## src/hw/scg_pkg.sv

```systemverilog
package scg_pkg;

    // Reset configuration word low, as the device latches it.
    typedef struct packed {
        logic local_bus_clock_doubling_bit; // Local bus clock at twice the system bus clock.
        logic memory_clock_doubling_bit;    // Memory controller clock at twice the system bus clock.
        logic [3:0] system_pll_factor;      // System PLL multiplication code.
        logic [6:0] core_pll_ratio;         // Core PLL ratio code, passed to the core PLL.
    } scg_rcw_t;

    // Unit clock ratio codes.
    typedef enum logic [1:0] {
        SCG_RATIO_OFF = 2'h0,
        SCG_RATIO_FULL = 2'h1,
        SCG_RATIO_HALF = 2'h2,
        SCG_RATIO_THIRD = 2'h3
    } scg_ratio_t;

    // System clock control register: one ratio per configurable unit.
    typedef struct packed {
        scg_ratio_t pci_dma;           // Off or full only.
        scg_ratio_t usb_clock_ratio;
        scg_ratio_t security_clock_ratio;
        scg_ratio_t ethernet_unit_two;
        scg_ratio_t ethernet_unit_one;
    } scg_system_clock_control_reg_t;

    // Local bus clock ratio register.
    typedef struct packed {
        logic [1:0] local_bus_divider_field;
    } scg_local_bus_clock_ratio_reg_t;

    localparam int SCG_NUM_UNITS = 5;
    localparam int SCG_PCI_UNIT = 4;
    localparam logic [3:0] SCG_SYSTEM_PLL_FACTOR_MIN = 4'h2;
    localparam logic [3:0] SCG_SYSTEM_PLL_FACTOR_MAX = 4'h6;
    localparam logic [3:0] SCG_CORE_BYPASS_CODE = 4'h0;
    localparam logic [1:0] SCG_LB_DIV2 = 2'h0;
    localparam logic [1:0] SCG_LB_DIV4 = 2'h1;
    localparam logic [1:0] SCG_LB_DIV8 = 2'h2;
    localparam logic [1:0] SCG_THIRD_LAST = 2'h2;
    localparam logic [1:0] SCG_HALF_LAST = 2'h1;
    // Hard-coded reset option: x4 system PLL, core PLL bypassed (arbitrary choice).
    localparam scg_rcw_t SCG_HARD_RCW = '{1'b0, 1'b0, 4'h4, 7'h00};

endpackage

```

## src/hw/scg_clock_unit.sv

```systemverilog
// How it works
// RQ1: In host mode the system reference clock input is the primary reference.
// RQ2: In agent mode the incoming PCI bus clock is the primary reference instead.
// RQ3: In host mode the reference feeds a divide-by-two and the PCI sync and clock output muxes.
// RQ4: The clock input strap picks whether PCI sync out is the reference undivided or halved.
// RQ5: Each PCI clock output carries PCI sync out only while its enable bit is set.
// RQ6: The system bus to PCI sync ratio is one plus the inverted strap, times the PLL factor.
// RQ7: The system PLL factor is only two through six, from the latched configuration word.
// RQ8: The core PLL ratio comes from the core PLL field and multiplies the system bus clock.
// RQ9: Both PLL fields come from the low configuration word or a hard-coded option at reset.
// RQ10: The memory clock is the system bus clock times one plus its doubling bit, halved out.
// RQ11: The local bus clock is the system bus clock times one plus its doubling bit.
// RQ12: The local bus clock outputs are the local bus clock divided by two, four or eight.
// RQ13: Unit clocks start at full rate; software picks off, full, half or third, PCI/DMA off or full.
// RQ14: Software and straps must keep every clock within its frequency limit.
// RQ15: Memory data move at twice the external memory bus clock, the memory controller rate.
// RQ16: The PLL factor is four bits, codes 2 to 6 valid, the rest reserved.
// RQ17: Unit ratio changes and shut-offs take effect without runt pulses.
`timescale 1ns/1ps
`default_nettype none
module scg_clock_unit
    import scg_pkg::*;
#(
    parameter int NUM_PCI_OUT = 5
) (
    input wire logic SYS_CLK,                                    // 250 MHz system clock.
    input wire logic RESET,                                      // Synchronous reset, active high.
    input wire logic PCI_HOST_MODE,                              // Strap: host when high.
    input wire logic CLOCK_INPUT_HALVE_STRAP,                    // Strap: high passes undivided.
    input wire logic HARD_CODED_RESET,                           // Use the hard-coded word.
    input wire scg_pkg::scg_rcw_t RESET_CONFIG_WORD_LOW,         // Configuration word at reset.
    input wire logic SYSTEM_REF_CLOCK_IN,                        // Reference clock tick (host).
    input wire logic PCI_CLK_IN,                                 // PCI bus clock tick (agent).
    input wire logic PLL_VCO_TICK,                               // System PLL output tick.
    input wire logic [NUM_PCI_OUT-1:0] PCI_CLOCK_OUT_ENABLE_N,   // Output clock control bits.
    input wire scg_pkg::scg_local_bus_clock_ratio_reg_t LOCAL_BUS_CLOCK_RATIO_REG,    // Local bus divider.
    input wire scg_pkg::scg_system_clock_control_reg_t SYSTEM_CLOCK_CONTROL_REG,     // Unit clock ratios.
    output logic PCI_SYNC_OUT,                                   // PCI sync tick.
    output logic [NUM_PCI_OUT-1:0] PCI_CLOCK_OUT_N,              // PCI clock output ticks.
    output logic [3:0] CSB_INPUT_RATIO,                          // csb to sync-in ratio.
    output logic SYSTEM_PLL_FACTOR_VALID,                                     // PLL factor is legal.
    output logic [6:0] CORE_PLL_RATIO,                           // Core PLL ratio code.
    output logic CORE_PLL_BYPASS,                                // Core runs on csb clock.
    output logic CSB_CLK_TICK,                                   // System bus clock tick.
    output logic MEM_DATA_TICK,                                  // Memory data beat tick.
    output logic [1:0] MEMORY_BUS_CLOCK_PAIR,                    // Memory clock, true/compl.
    output logic LBC_CLK_TICK,                                   // Internal local bus tick.
    output logic [1:0] LOCAL_BUS_CLOCK_OUTS,                     // External local bus clocks.
    output logic [SCG_NUM_UNITS-1:0] UNIT_CLK_TICK               // Per-unit clock ticks.
);

    ////////////////////////////////////////////////////////////////////////////
    // Configuration captured while reset is held; it cannot change afterwards.
    scg_rcw_t rcw;
    logic host;
    logic undivided;
    always_ff @(posedge SYS_CLK) begin
        if (RESET) begin
            rcw <= HARD_CODED_RESET ? SCG_HARD_RCW : RESET_CONFIG_WORD_LOW; // RQ9
            host <= PCI_HOST_MODE;
            undivided <= CLOCK_INPUT_HALVE_STRAP;
        end
    end

    ////////////////////////////////////////////////////////////////////////////
    // Primary reference selection and the divide-by-two in front of the sync mux.
    logic half_phase;
    logic ref_half_tick;
    logic sync_tick;
    assign ref_half_tick = SYSTEM_REF_CLOCK_IN && half_phase; // RQ3
    assign sync_tick = host ? (undivided ? SYSTEM_REF_CLOCK_IN : ref_half_tick) // RQ1 RQ4
                            : PCI_CLK_IN; // RQ2
    always_ff @(posedge SYS_CLK) begin
        if (RESET) begin
            half_phase <= 1'b0;
            PCI_SYNC_OUT <= 1'b0;
            PCI_CLOCK_OUT_N <= '0;
        end else begin
            if (SYSTEM_REF_CLOCK_IN) begin
                half_phase <= !half_phase; // RQ3
            end
            PCI_SYNC_OUT <= sync_tick;
            PCI_CLOCK_OUT_N <= {NUM_PCI_OUT{sync_tick}} & PCI_CLOCK_OUT_ENABLE_N; // RQ5
        end
    end

    ////////////////////////////////////////////////////////////////////////////
    // Multiplier reporting; a reserved PLL code reports a ratio of zero.
    logic system_pll_factor_ok;
    logic [3:0] pre_mult;
    logic [3:0] next_ratio;
    assign system_pll_factor_ok = rcw.system_pll_factor >= SCG_SYSTEM_PLL_FACTOR_MIN &&
                     rcw.system_pll_factor <= SCG_SYSTEM_PLL_FACTOR_MAX; // RQ7 RQ16
    assign pre_mult = undivided ? 4'h1 : 4'h2;
    assign next_ratio = system_pll_factor_ok ? 4'(pre_mult * rcw.system_pll_factor) : 4'h0; // RQ6
    always_ff @(posedge SYS_CLK) begin
        if (RESET) begin
            CSB_INPUT_RATIO <= 4'h0;
            SYSTEM_PLL_FACTOR_VALID <= 1'b0;
            CORE_PLL_RATIO <= 7'h00;
            CORE_PLL_BYPASS <= 1'b1;
        end else begin
            CSB_INPUT_RATIO <= next_ratio; // RQ6
            SYSTEM_PLL_FACTOR_VALID <= system_pll_factor_ok; // RQ16
            CORE_PLL_RATIO <= rcw.core_pll_ratio; // RQ8
            CORE_PLL_BYPASS <= rcw.core_pll_ratio[4:1] == SCG_CORE_BYPASS_CODE; // RQ8
        end
    end

    ////////////////////////////////////////////////////////////////////////////
    // The PLL runs at twice csb when either doubling bit is set, so csb is its half.
    logic doubling;
    logic csb_phase;
    logic csb_tick;
    logic ddr_tick;
    logic lbc_tick;
    assign doubling = rcw.memory_clock_doubling_bit || rcw.local_bus_clock_doubling_bit;
    assign csb_tick = doubling ? (PLL_VCO_TICK && csb_phase) : PLL_VCO_TICK;
    assign ddr_tick = rcw.memory_clock_doubling_bit ? PLL_VCO_TICK : csb_tick; // RQ10
    assign lbc_tick = rcw.local_bus_clock_doubling_bit ? PLL_VCO_TICK : csb_tick; // RQ11

    ////////////////////////////////////////////////////////////////////////////
    // Memory clock pair toggles on each ddr tick; data beat on every ddr tick.
    logic memory_bus_clock_pair;
    logic [2:0] lb_cnt;
    logic lclk_sel;
    logic [1:0] lb_div;
    // Divider code 3 has no meaning of its own, so it falls through to the slowest rate.
    assign lb_div = LOCAL_BUS_CLOCK_RATIO_REG.local_bus_divider_field;
    assign lclk_sel = (lb_div == SCG_LB_DIV2) ? lb_cnt[0] :
                      (lb_div == SCG_LB_DIV4) ? lb_cnt[1] :
                      lb_cnt[2]; // RQ12
    always_ff @(posedge SYS_CLK) begin
        if (RESET) begin
            csb_phase <= 1'b0;
            memory_bus_clock_pair <= 1'b0;
            lb_cnt <= 3'h0;
            CSB_CLK_TICK <= 1'b0;
            MEM_DATA_TICK <= 1'b0;
            LBC_CLK_TICK <= 1'b0;
        end else begin
            if (PLL_VCO_TICK) begin
                csb_phase <= !csb_phase;
            end
            if (ddr_tick) begin
                memory_bus_clock_pair <= !memory_bus_clock_pair; // RQ10
            end
            if (lbc_tick) begin
                lb_cnt <= lb_cnt + 3'h1; // RQ12
            end
            CSB_CLK_TICK <= csb_tick;
            MEM_DATA_TICK <= ddr_tick; // RQ15
            LBC_CLK_TICK <= lbc_tick; // RQ11
        end
    end
    assign MEMORY_BUS_CLOCK_PAIR = {!memory_bus_clock_pair, memory_bus_clock_pair}; // RQ10
    assign LOCAL_BUS_CLOCK_OUTS = {2{lclk_sel}}; // RQ12

    ////////////////////////////////////////////////////////////////////////////
    // One glitch-free ratio gate per configurable unit; PCI/DMA limited to off or full.
    scg_ratio_t ratio_req [SCG_NUM_UNITS];
    assign ratio_req[0] = SYSTEM_CLOCK_CONTROL_REG.ethernet_unit_one;
    assign ratio_req[1] = SYSTEM_CLOCK_CONTROL_REG.ethernet_unit_two;
    assign ratio_req[2] = SYSTEM_CLOCK_CONTROL_REG.security_clock_ratio;
    assign ratio_req[3] = SYSTEM_CLOCK_CONTROL_REG.usb_clock_ratio;
    assign ratio_req[4] = SYSTEM_CLOCK_CONTROL_REG.pci_dma;
    generate
        for (genvar u = 0; u < SCG_NUM_UNITS; u++) begin : g_unit
            scg_unit_clock_gate #(
                .FULL_ONLY(u == SCG_PCI_UNIT)
            ) u_gate (
                .clk(SYS_CLK),
                .rst(RESET),
                .csb_tick(csb_tick),
                .ratio_req(ratio_req[u]),
                .unit_tick(UNIT_CLK_TICK[u]), // RQ13 RQ17
                .ratio_now()
            );
        end
    endgenerate

    ////////////////////////////////////////////////////////////////////////////
    // Checks.
    a_host_ref_pick: assert property (@(posedge SYS_CLK) disable iff (RESET) // RQ1
        (host && undivided) |-> ##1 (PCI_SYNC_OUT == $past(SYSTEM_REF_CLOCK_IN)))
        else $error("Host sync out does not follow the reference.");
    a_agent_ref_pick: assert property (@(posedge SYS_CLK) disable iff (RESET) // RQ2
        !host |-> ##1 (PCI_SYNC_OUT == $past(PCI_CLK_IN)))
        else $error("Agent sync out does not follow the PCI clock.");
    a_halved_sync: assert property (@(posedge SYS_CLK) disable iff (RESET) // RQ3 RQ4
        (host && !undivided && PCI_SYNC_OUT) |-> $past(half_phase) && $past(SYSTEM_REF_CLOCK_IN))
        else $error("Halved sync out ticked on the wrong phase.");
    a_pci_out_gate: assert property (@(posedge SYS_CLK) disable iff (RESET) // RQ5
        ##1 PCI_CLOCK_OUT_N == ({NUM_PCI_OUT{PCI_SYNC_OUT}} & $past(PCI_CLOCK_OUT_ENABLE_N)))
        else $error("PCI clock output ignores its enable.");
    a_ratio_value: assert property (@(posedge SYS_CLK) disable iff (RESET) // RQ6 RQ7
        ##1 CSB_INPUT_RATIO == (SYSTEM_PLL_FACTOR_VALID ? 4'(pre_mult * rcw.system_pll_factor) : 4'h0))
        else $error("System bus ratio wrong.");
    a_system_pll_factor_range: assert property (@(posedge SYS_CLK) disable iff (RESET) // RQ16
        ##1 SYSTEM_PLL_FACTOR_VALID |-> (CSB_INPUT_RATIO >= 4'h2 && CSB_INPUT_RATIO <= 4'hc))
        else $error("Valid PLL factor gives out-of-range ratio.");
    a_mck_pair: assert property (@(posedge SYS_CLK) disable iff (RESET) // RQ10
        $past(ddr_tick) |-> MEMORY_BUS_CLOCK_PAIR != $past(MEMORY_BUS_CLOCK_PAIR))
        else $error("Memory clock missed a ddr tick.");
    a_mem_beat: assert property (@(posedge SYS_CLK) disable iff (RESET) // RQ15
        (rcw.memory_clock_doubling_bit && PLL_VCO_TICK) |=> MEM_DATA_TICK)
        else $error("Doubled memory clock missed a beat.");
    a_lb_double: assert property (@(posedge SYS_CLK) disable iff (RESET) // RQ11
        (!rcw.local_bus_clock_doubling_bit) |=> LBC_CLK_TICK == CSB_CLK_TICK)
        else $error("Undoubled local bus clock departs from csb.");
    // The local bus pins must always agree and the memory pins always differ; these checks are disabled while reset holds the counters.
    a_mck_complement: assert property (@(posedge SYS_CLK) disable iff (RESET) // RQ10
        MEMORY_BUS_CLOCK_PAIR[1] != MEMORY_BUS_CLOCK_PAIR[0])
        else $error("Memory clock pair is not complementary.");
    a_lclk_pins_agree: assert property (@(posedge SYS_CLK) disable iff (RESET) // RQ12
        LOCAL_BUS_CLOCK_OUTS[1] == LOCAL_BUS_CLOCK_OUTS[0])
        else $error("Local bus clock outputs disagree.");
    a_bypass_code: assert property (@(posedge SYS_CLK) disable iff (RESET) // RQ8
        CORE_PLL_BYPASS == (CORE_PLL_RATIO[4:1] == 4'h0))
        else $error("Core bypass flag does not match the core ratio code.");
    c_csb_halved: cover property (@(posedge SYS_CLK) doubling && CSB_CLK_TICK);
    c_host_halved: cover property (@(posedge SYS_CLK) host && !undivided ##1 PCI_SYNC_OUT);
    c_agent: cover property (@(posedge SYS_CLK) !host ##1 PCI_SYNC_OUT);
    c_lclk_div8: cover property (@(posedge SYS_CLK)
        LOCAL_BUS_CLOCK_RATIO_REG.local_bus_divider_field == SCG_LB_DIV8 && lb_cnt == 3'h7);

endmodule // scg_clock_unit
`default_nettype wire

```

## src/hw/scg_unit_clock_gate.sv

```systemverilog
`timescale 1ns/1ps
`default_nettype none
module scg_unit_clock_gate
    import scg_pkg::*;
#(
    parameter bit FULL_ONLY = 1'b0
) (
    input wire logic clk,                       // System clock.
    input wire logic rst,                       // Synchronous reset, active high.
    input wire logic csb_tick,                  // System bus clock tick.
    input wire scg_pkg::scg_ratio_t ratio_req,  // Requested ratio from software.
    output logic unit_tick,                     // Unit clock tick, registered.
    output scg_pkg::scg_ratio_t ratio_now       // Ratio in force.
);

    ////////////////////////////////////////////////////////////////////////////
    // A restricted unit treats the divided codes as full rate.
    scg_ratio_t req_legal;
    logic [1:0] last;
    logic period_end;
    logic [1:0] cnt;
    logic [1:0] next_cnt;
    assign req_legal = (FULL_ONLY && ratio_req != SCG_RATIO_OFF) ? SCG_RATIO_FULL : ratio_req;
    assign last = (ratio_now == SCG_RATIO_THIRD) ? SCG_THIRD_LAST :
                  (ratio_now == SCG_RATIO_HALF) ? SCG_HALF_LAST : 2'h0;
    assign period_end = csb_tick && (cnt == last);
    assign next_cnt = period_end ? 2'h0 : (cnt + 2'h1);

    ////////////////////////////////////////////////////////////////////////////
    // New ratios are taken at a period boundary, or at once while the unit is off, so no runt reaches the unit.
    always_ff @(posedge clk) begin
        if (rst) begin
            ratio_now <= SCG_RATIO_FULL; // RQ13
            cnt <= 2'h0;
            unit_tick <= 1'b0;
        end else begin
            if (period_end || ratio_now == SCG_RATIO_OFF) begin
                ratio_now <= req_legal; // RQ17
            end
            if (csb_tick) begin
                cnt <= next_cnt;
            end
            unit_tick <= csb_tick && cnt == 2'h0 && ratio_now != SCG_RATIO_OFF; // RQ13
        end
    end

    a_ratio_at_boundary: assert property (@(posedge clk) disable iff (rst) // RQ17
        ($past(ratio_now) != ratio_now && $past(ratio_now) != SCG_RATIO_OFF)
            |-> $past(period_end))
        else $error("Unit ratio changed in mid period.");
    a_off_silent: assert property (@(posedge clk) disable iff (rst) // RQ13
        ratio_now == SCG_RATIO_OFF |=> !unit_tick)
        else $error("Unit clock ticked while off.");
    a_half_spacing: assert property (@(posedge clk) disable iff (rst) // RQ13
        (ratio_now == SCG_RATIO_HALF && csb_tick && cnt == 2'h0 && !period_end)
            |=> ##[0:300] (csb_tick && $past(unit_tick)) |-> !unit_tick)
        else $error("Half rate unit ticked twice in a row.");
    c_goes_off: cover property (@(posedge clk) disable iff (rst)
        ratio_now == SCG_RATIO_FULL ##1 ratio_now == SCG_RATIO_OFF);

endmodule // scg_unit_clock_gate
`default_nettype wire

```

## config.mk

```make
export PLATFORM = sky130hd
export DESIGN_NAME = scg_clock_unit
export DESIGN_NICKNAME = d
export VERILOG_FILES = /design/src/hw/scg_pkg.sv /design/src/hw/scg_clock_unit.sv /design/src/hw/scg_unit_clock_gate.sv
export SDC_FILE = /design/constraint.sdc
export NUM_CORES = 1
export LEC_CHECK = 0
export ABC_AREA = 1
export BUFFER_PORTS_ARGS = -buffer_cell sky130_fd_sc_hd__buf_2
export CORE_MARGIN = 2
export CORE_UTILIZATION = 35
export DETAILED_ROUTE_END_ITERATION = 10
export SETUP_SLACK_MARGIN = 0.2
export SLEW_MARGIN = 20
export SYNTH_ARGS = -nofsm -noshare
export SYNTH_HDL_FRONTEND = slang
export SYNTH_SLANG_ARGS = --single-unit
```

## constraint.sdc

```tcl
create_clock -name SYS_CLK -period 1.72 [get_ports SYS_CLK]
set_clock_uncertainty 0.1 [all_clocks]
set_input_delay 0.344 -clock SYS_CLK [delete_from_list [all_inputs] [get_ports SYS_CLK]]
set_output_delay 0.344 -clock SYS_CLK [all_outputs]
set_load 0.03 [all_outputs]
```

==> results_dict.tcl <==
set metrics [dict create \
    worst_hold_path.endpoint "host" \
    yosysTopAreaCell "dfxtp_1" \
    cts_buffer_depth 2 \
    netlist_area_um2 2750 \
    final_util 0.445 \
    final_nets 449 \
    fmax_mhz 615 \
    maxCapViolations 0 \
    grt_start_max_net_pins 33 \
    ys_ff_latch 68 \
    cts_tree "yes" \
    regArea_um2 1510 \
    fin_area_um2 3400 \
    crit_path_end_kind "output pin" \
    htree_num_levels 3 \
    remaining_drc_errors 0 \
    rrSetupSlack_ps 260 \
    setup-violations-final 0 \
    yosysTopAreaCellShare 0.386 \
    drive_gt1_frac 0.252 \
    clk_latency_ps 340 \
    cp.arrival_ps 1180 \
    die_h_um 92.6 \
    timing.rr.start "rcw[11]" \
    cts.clk_slew.worst_paths_ps 80 \
    start_util 0.359 \
    post-dp-hpwl_um 3650 \
    synth_nets 376 \
    place_area_um2 3130 \
    final_cells 511 \
    nFillCells 787 \
    worstPathRequired_ps 1280 \
    core_um2 7650 \
    placed_cells 489 \
    via_per_inst 4.29 \
    avgSynthCellArea_um2 8.30 \
    grt-ovfl-total 0 \
    detailedRoute.firstIterationViolations 70 \
    gr-usage-all-layers 0.129 \
    finalWeightedCongestion 0.802 \
    syn_to_final_growth_pct 24.0 \
    cp-start-kind "register" \
    drtAntennaViolNets 0 \
    synthTopCellsByArea "dfxtp_1 (39%), edfxtp_1 (16%), nand2_1 (9.0%)" \
    grt_antenna_before_repair 0 \
    dr.pass1.iters 4 \
    finalHoldViolCount 0 \
    hp-start "PCI_HOST_MODE" \
    p_leak_nw 1.70 \
    holdPathStages 1 \
    grt_pass1_wl_um 8680 \
    cp_max_fo 2 \
    yosysWarnings 0 \
    path_class "register to output pin" \
    die_w_um 92.6 \
    wl_per_cell_um 10.0 \
    rsz0062_at_grt "yes" \
    diodes 0 \
    boundaryPins 69 \
    finalWirelength_um 5140 \
    fp.dieArea_um2 8570 \
    synthCells 331 \
    ir_worst_vdd_mv 0.490 \
    multi_input_area_um2 931 \
    tns_ps 0 \
    r2r_end "g_unit[4].u_gate.ratio_now[0]" \
    cts-root-buf "clkbuf_8" \
    period_share 0.945 \
    ys_seq_area_frac 0.550 \
    powerDensity_nw_per_um2 1090 \
    drv_slew 0 \
    cts_buffers 9 \
    outcome "completed" \
    period_needed_ps 1630 \
    synth_cell_type_count 28 \
    rows 32 \
    via_count 2190 \
    worst_r2r_path_depth 7 \
    hold_ws_ps 72.7 \
    grt_pass1_vias 2045 \
    clkSinkCount 68 \
    port-buffer-count 68 \
    hold_class "input port to register" \
]
-- synth_stat cells --
cell	number
nand2_1	66
dfxtp_1	53
inv_1	53
nor2_1	42
nand3_1	26
a21oi_1	19
o21ai_0	17
edfxtp_1	15
buf_4	8
ha_1	7
buf_2	3
buf_6	2
inv_2	2
nand3_2	2
nand3b_1	2
or2_2	2
buf_1	1
clkbuf_1	1
conb_1	1
nand2_2	1
nand2_4	1
nor3_1	1
o211ai_1	1
o21bai_1	1
o22ai_1	1
o31ai_1	1
o41ai_1	1
xnor2_1	1
-- flip-flops by register name (all words and copies together) (netlist names), 3 cells and up --
name,flops
CORE_PLL_RATIO,7
g_unit.u_gate.ratio_now,10
PCI_CLOCK_OUT_N,5
lb_cnt,3
CSB_INPUT_RATIO,4
rcw,13
g_unit.u_gate.unit_tick,5
g_unit.u_gate.cnt,10
-- cell families after synthesis --
group	after synthesis	synth area share
AND/OR/NAND/NOR	143	0.220
buffers and inverters	70	0.113
flip-flops	68	0.550
AO/OA/AOI/OAI	41	0.0793
adder cells (fa/ha/maj)	7	0.0319
XOR/XNOR	1	0.00319
other	1	0.00137
-- cell type report --
class / count / share of cell area
clock buffers: 13 / 0.0500
clock inverters: 3 / 0.0125
flip-flops and latches: 68 / 0.445
well taps: 102 / 0.0375
inverters: 55 / 0.0606
repair buffers: 77 / 0.121
multi-input cells: 193 / 0.273
-- placed cells by master, fill, tap and decap left out, drive strengths merged, types with 2 or more instances in the layout --
master	instances
nor2	42
or2	2
nand3	28
edfxtp	15
o21ai	17
nand3b	2
nand2	68
clkbuf	13
dfxtp	53
inv	55
buf	77
a21oi	19
ha	7
-- worst max-delay path, cell delays in order, from the launching register on --
cell	delay, ps
dfxtp_2	350
nor2_2	40
o31ai_2	240
buf_4	200
-- worst max path at each step --
stage | from | end | slack (ps) | cells after the start
6_report | lb_cnt[0] | LOCAL_BUS_CLOCK_OUTS[1] | 90 | 3
5_1_grt | lb_cnt[0] | LOCAL_BUS_CLOCK_OUTS[1] | 30 | 3
4_1_cts | lb_cnt[0] | LOCAL_BUS_CLOCK_OUTS[1] | 80 | 3
3_5_place_dp | PLL_VCO_TICK | lb_cnt[0] | 170 | 7
3_3_place_gp | PLL_VCO_TICK | memory_bus_clock_pair | 240 | 7
2_1_floorplan | lb_cnt[0] | LOCAL_BUS_CLOCK_OUTS[0] | 420 | 3
-- report_power, final --
part	internal [W]	switching [W]
combinational	0.000192	0.000337
clock	0.000796	0.000585
sequential	0.00175	0.0000610
total	0.00274	0.000983
-- per-layer routing --
metal  GRT usage  part of all wire  wire [µm]  vias to the layer above
met2       0.206              0.44       2270                       52
li1            -                 -          -                     1178
met4      0.0697             0.022        114                        0
met3      0.0391             0.063        321                       12
met5           0                 0          0                        -
met1       0.155              0.47       2430                      948
-- per-stage QoR --
stage / power, W / setup WS, ps
2_1_floorplan: 0.00222 / 416
3_3_place_gp: 0.00234 / 241
3_5_place_dp: 0.00235 / 173
4_1_cts: 0.00375 / 81.3
5_1_grt: 0.00391 / 34.4
6_report: 0.00372 / 94.8
-- what timing repair did --
action / CTS / global route
endpoints found under the setup margin: 2 / 11
pin swaps: 0 / 1
buffers inserted: 1 / 5
hold buffers: 0 / 0
gates resized for setup: 6 / 0
(Power assumes the default switching activity.)
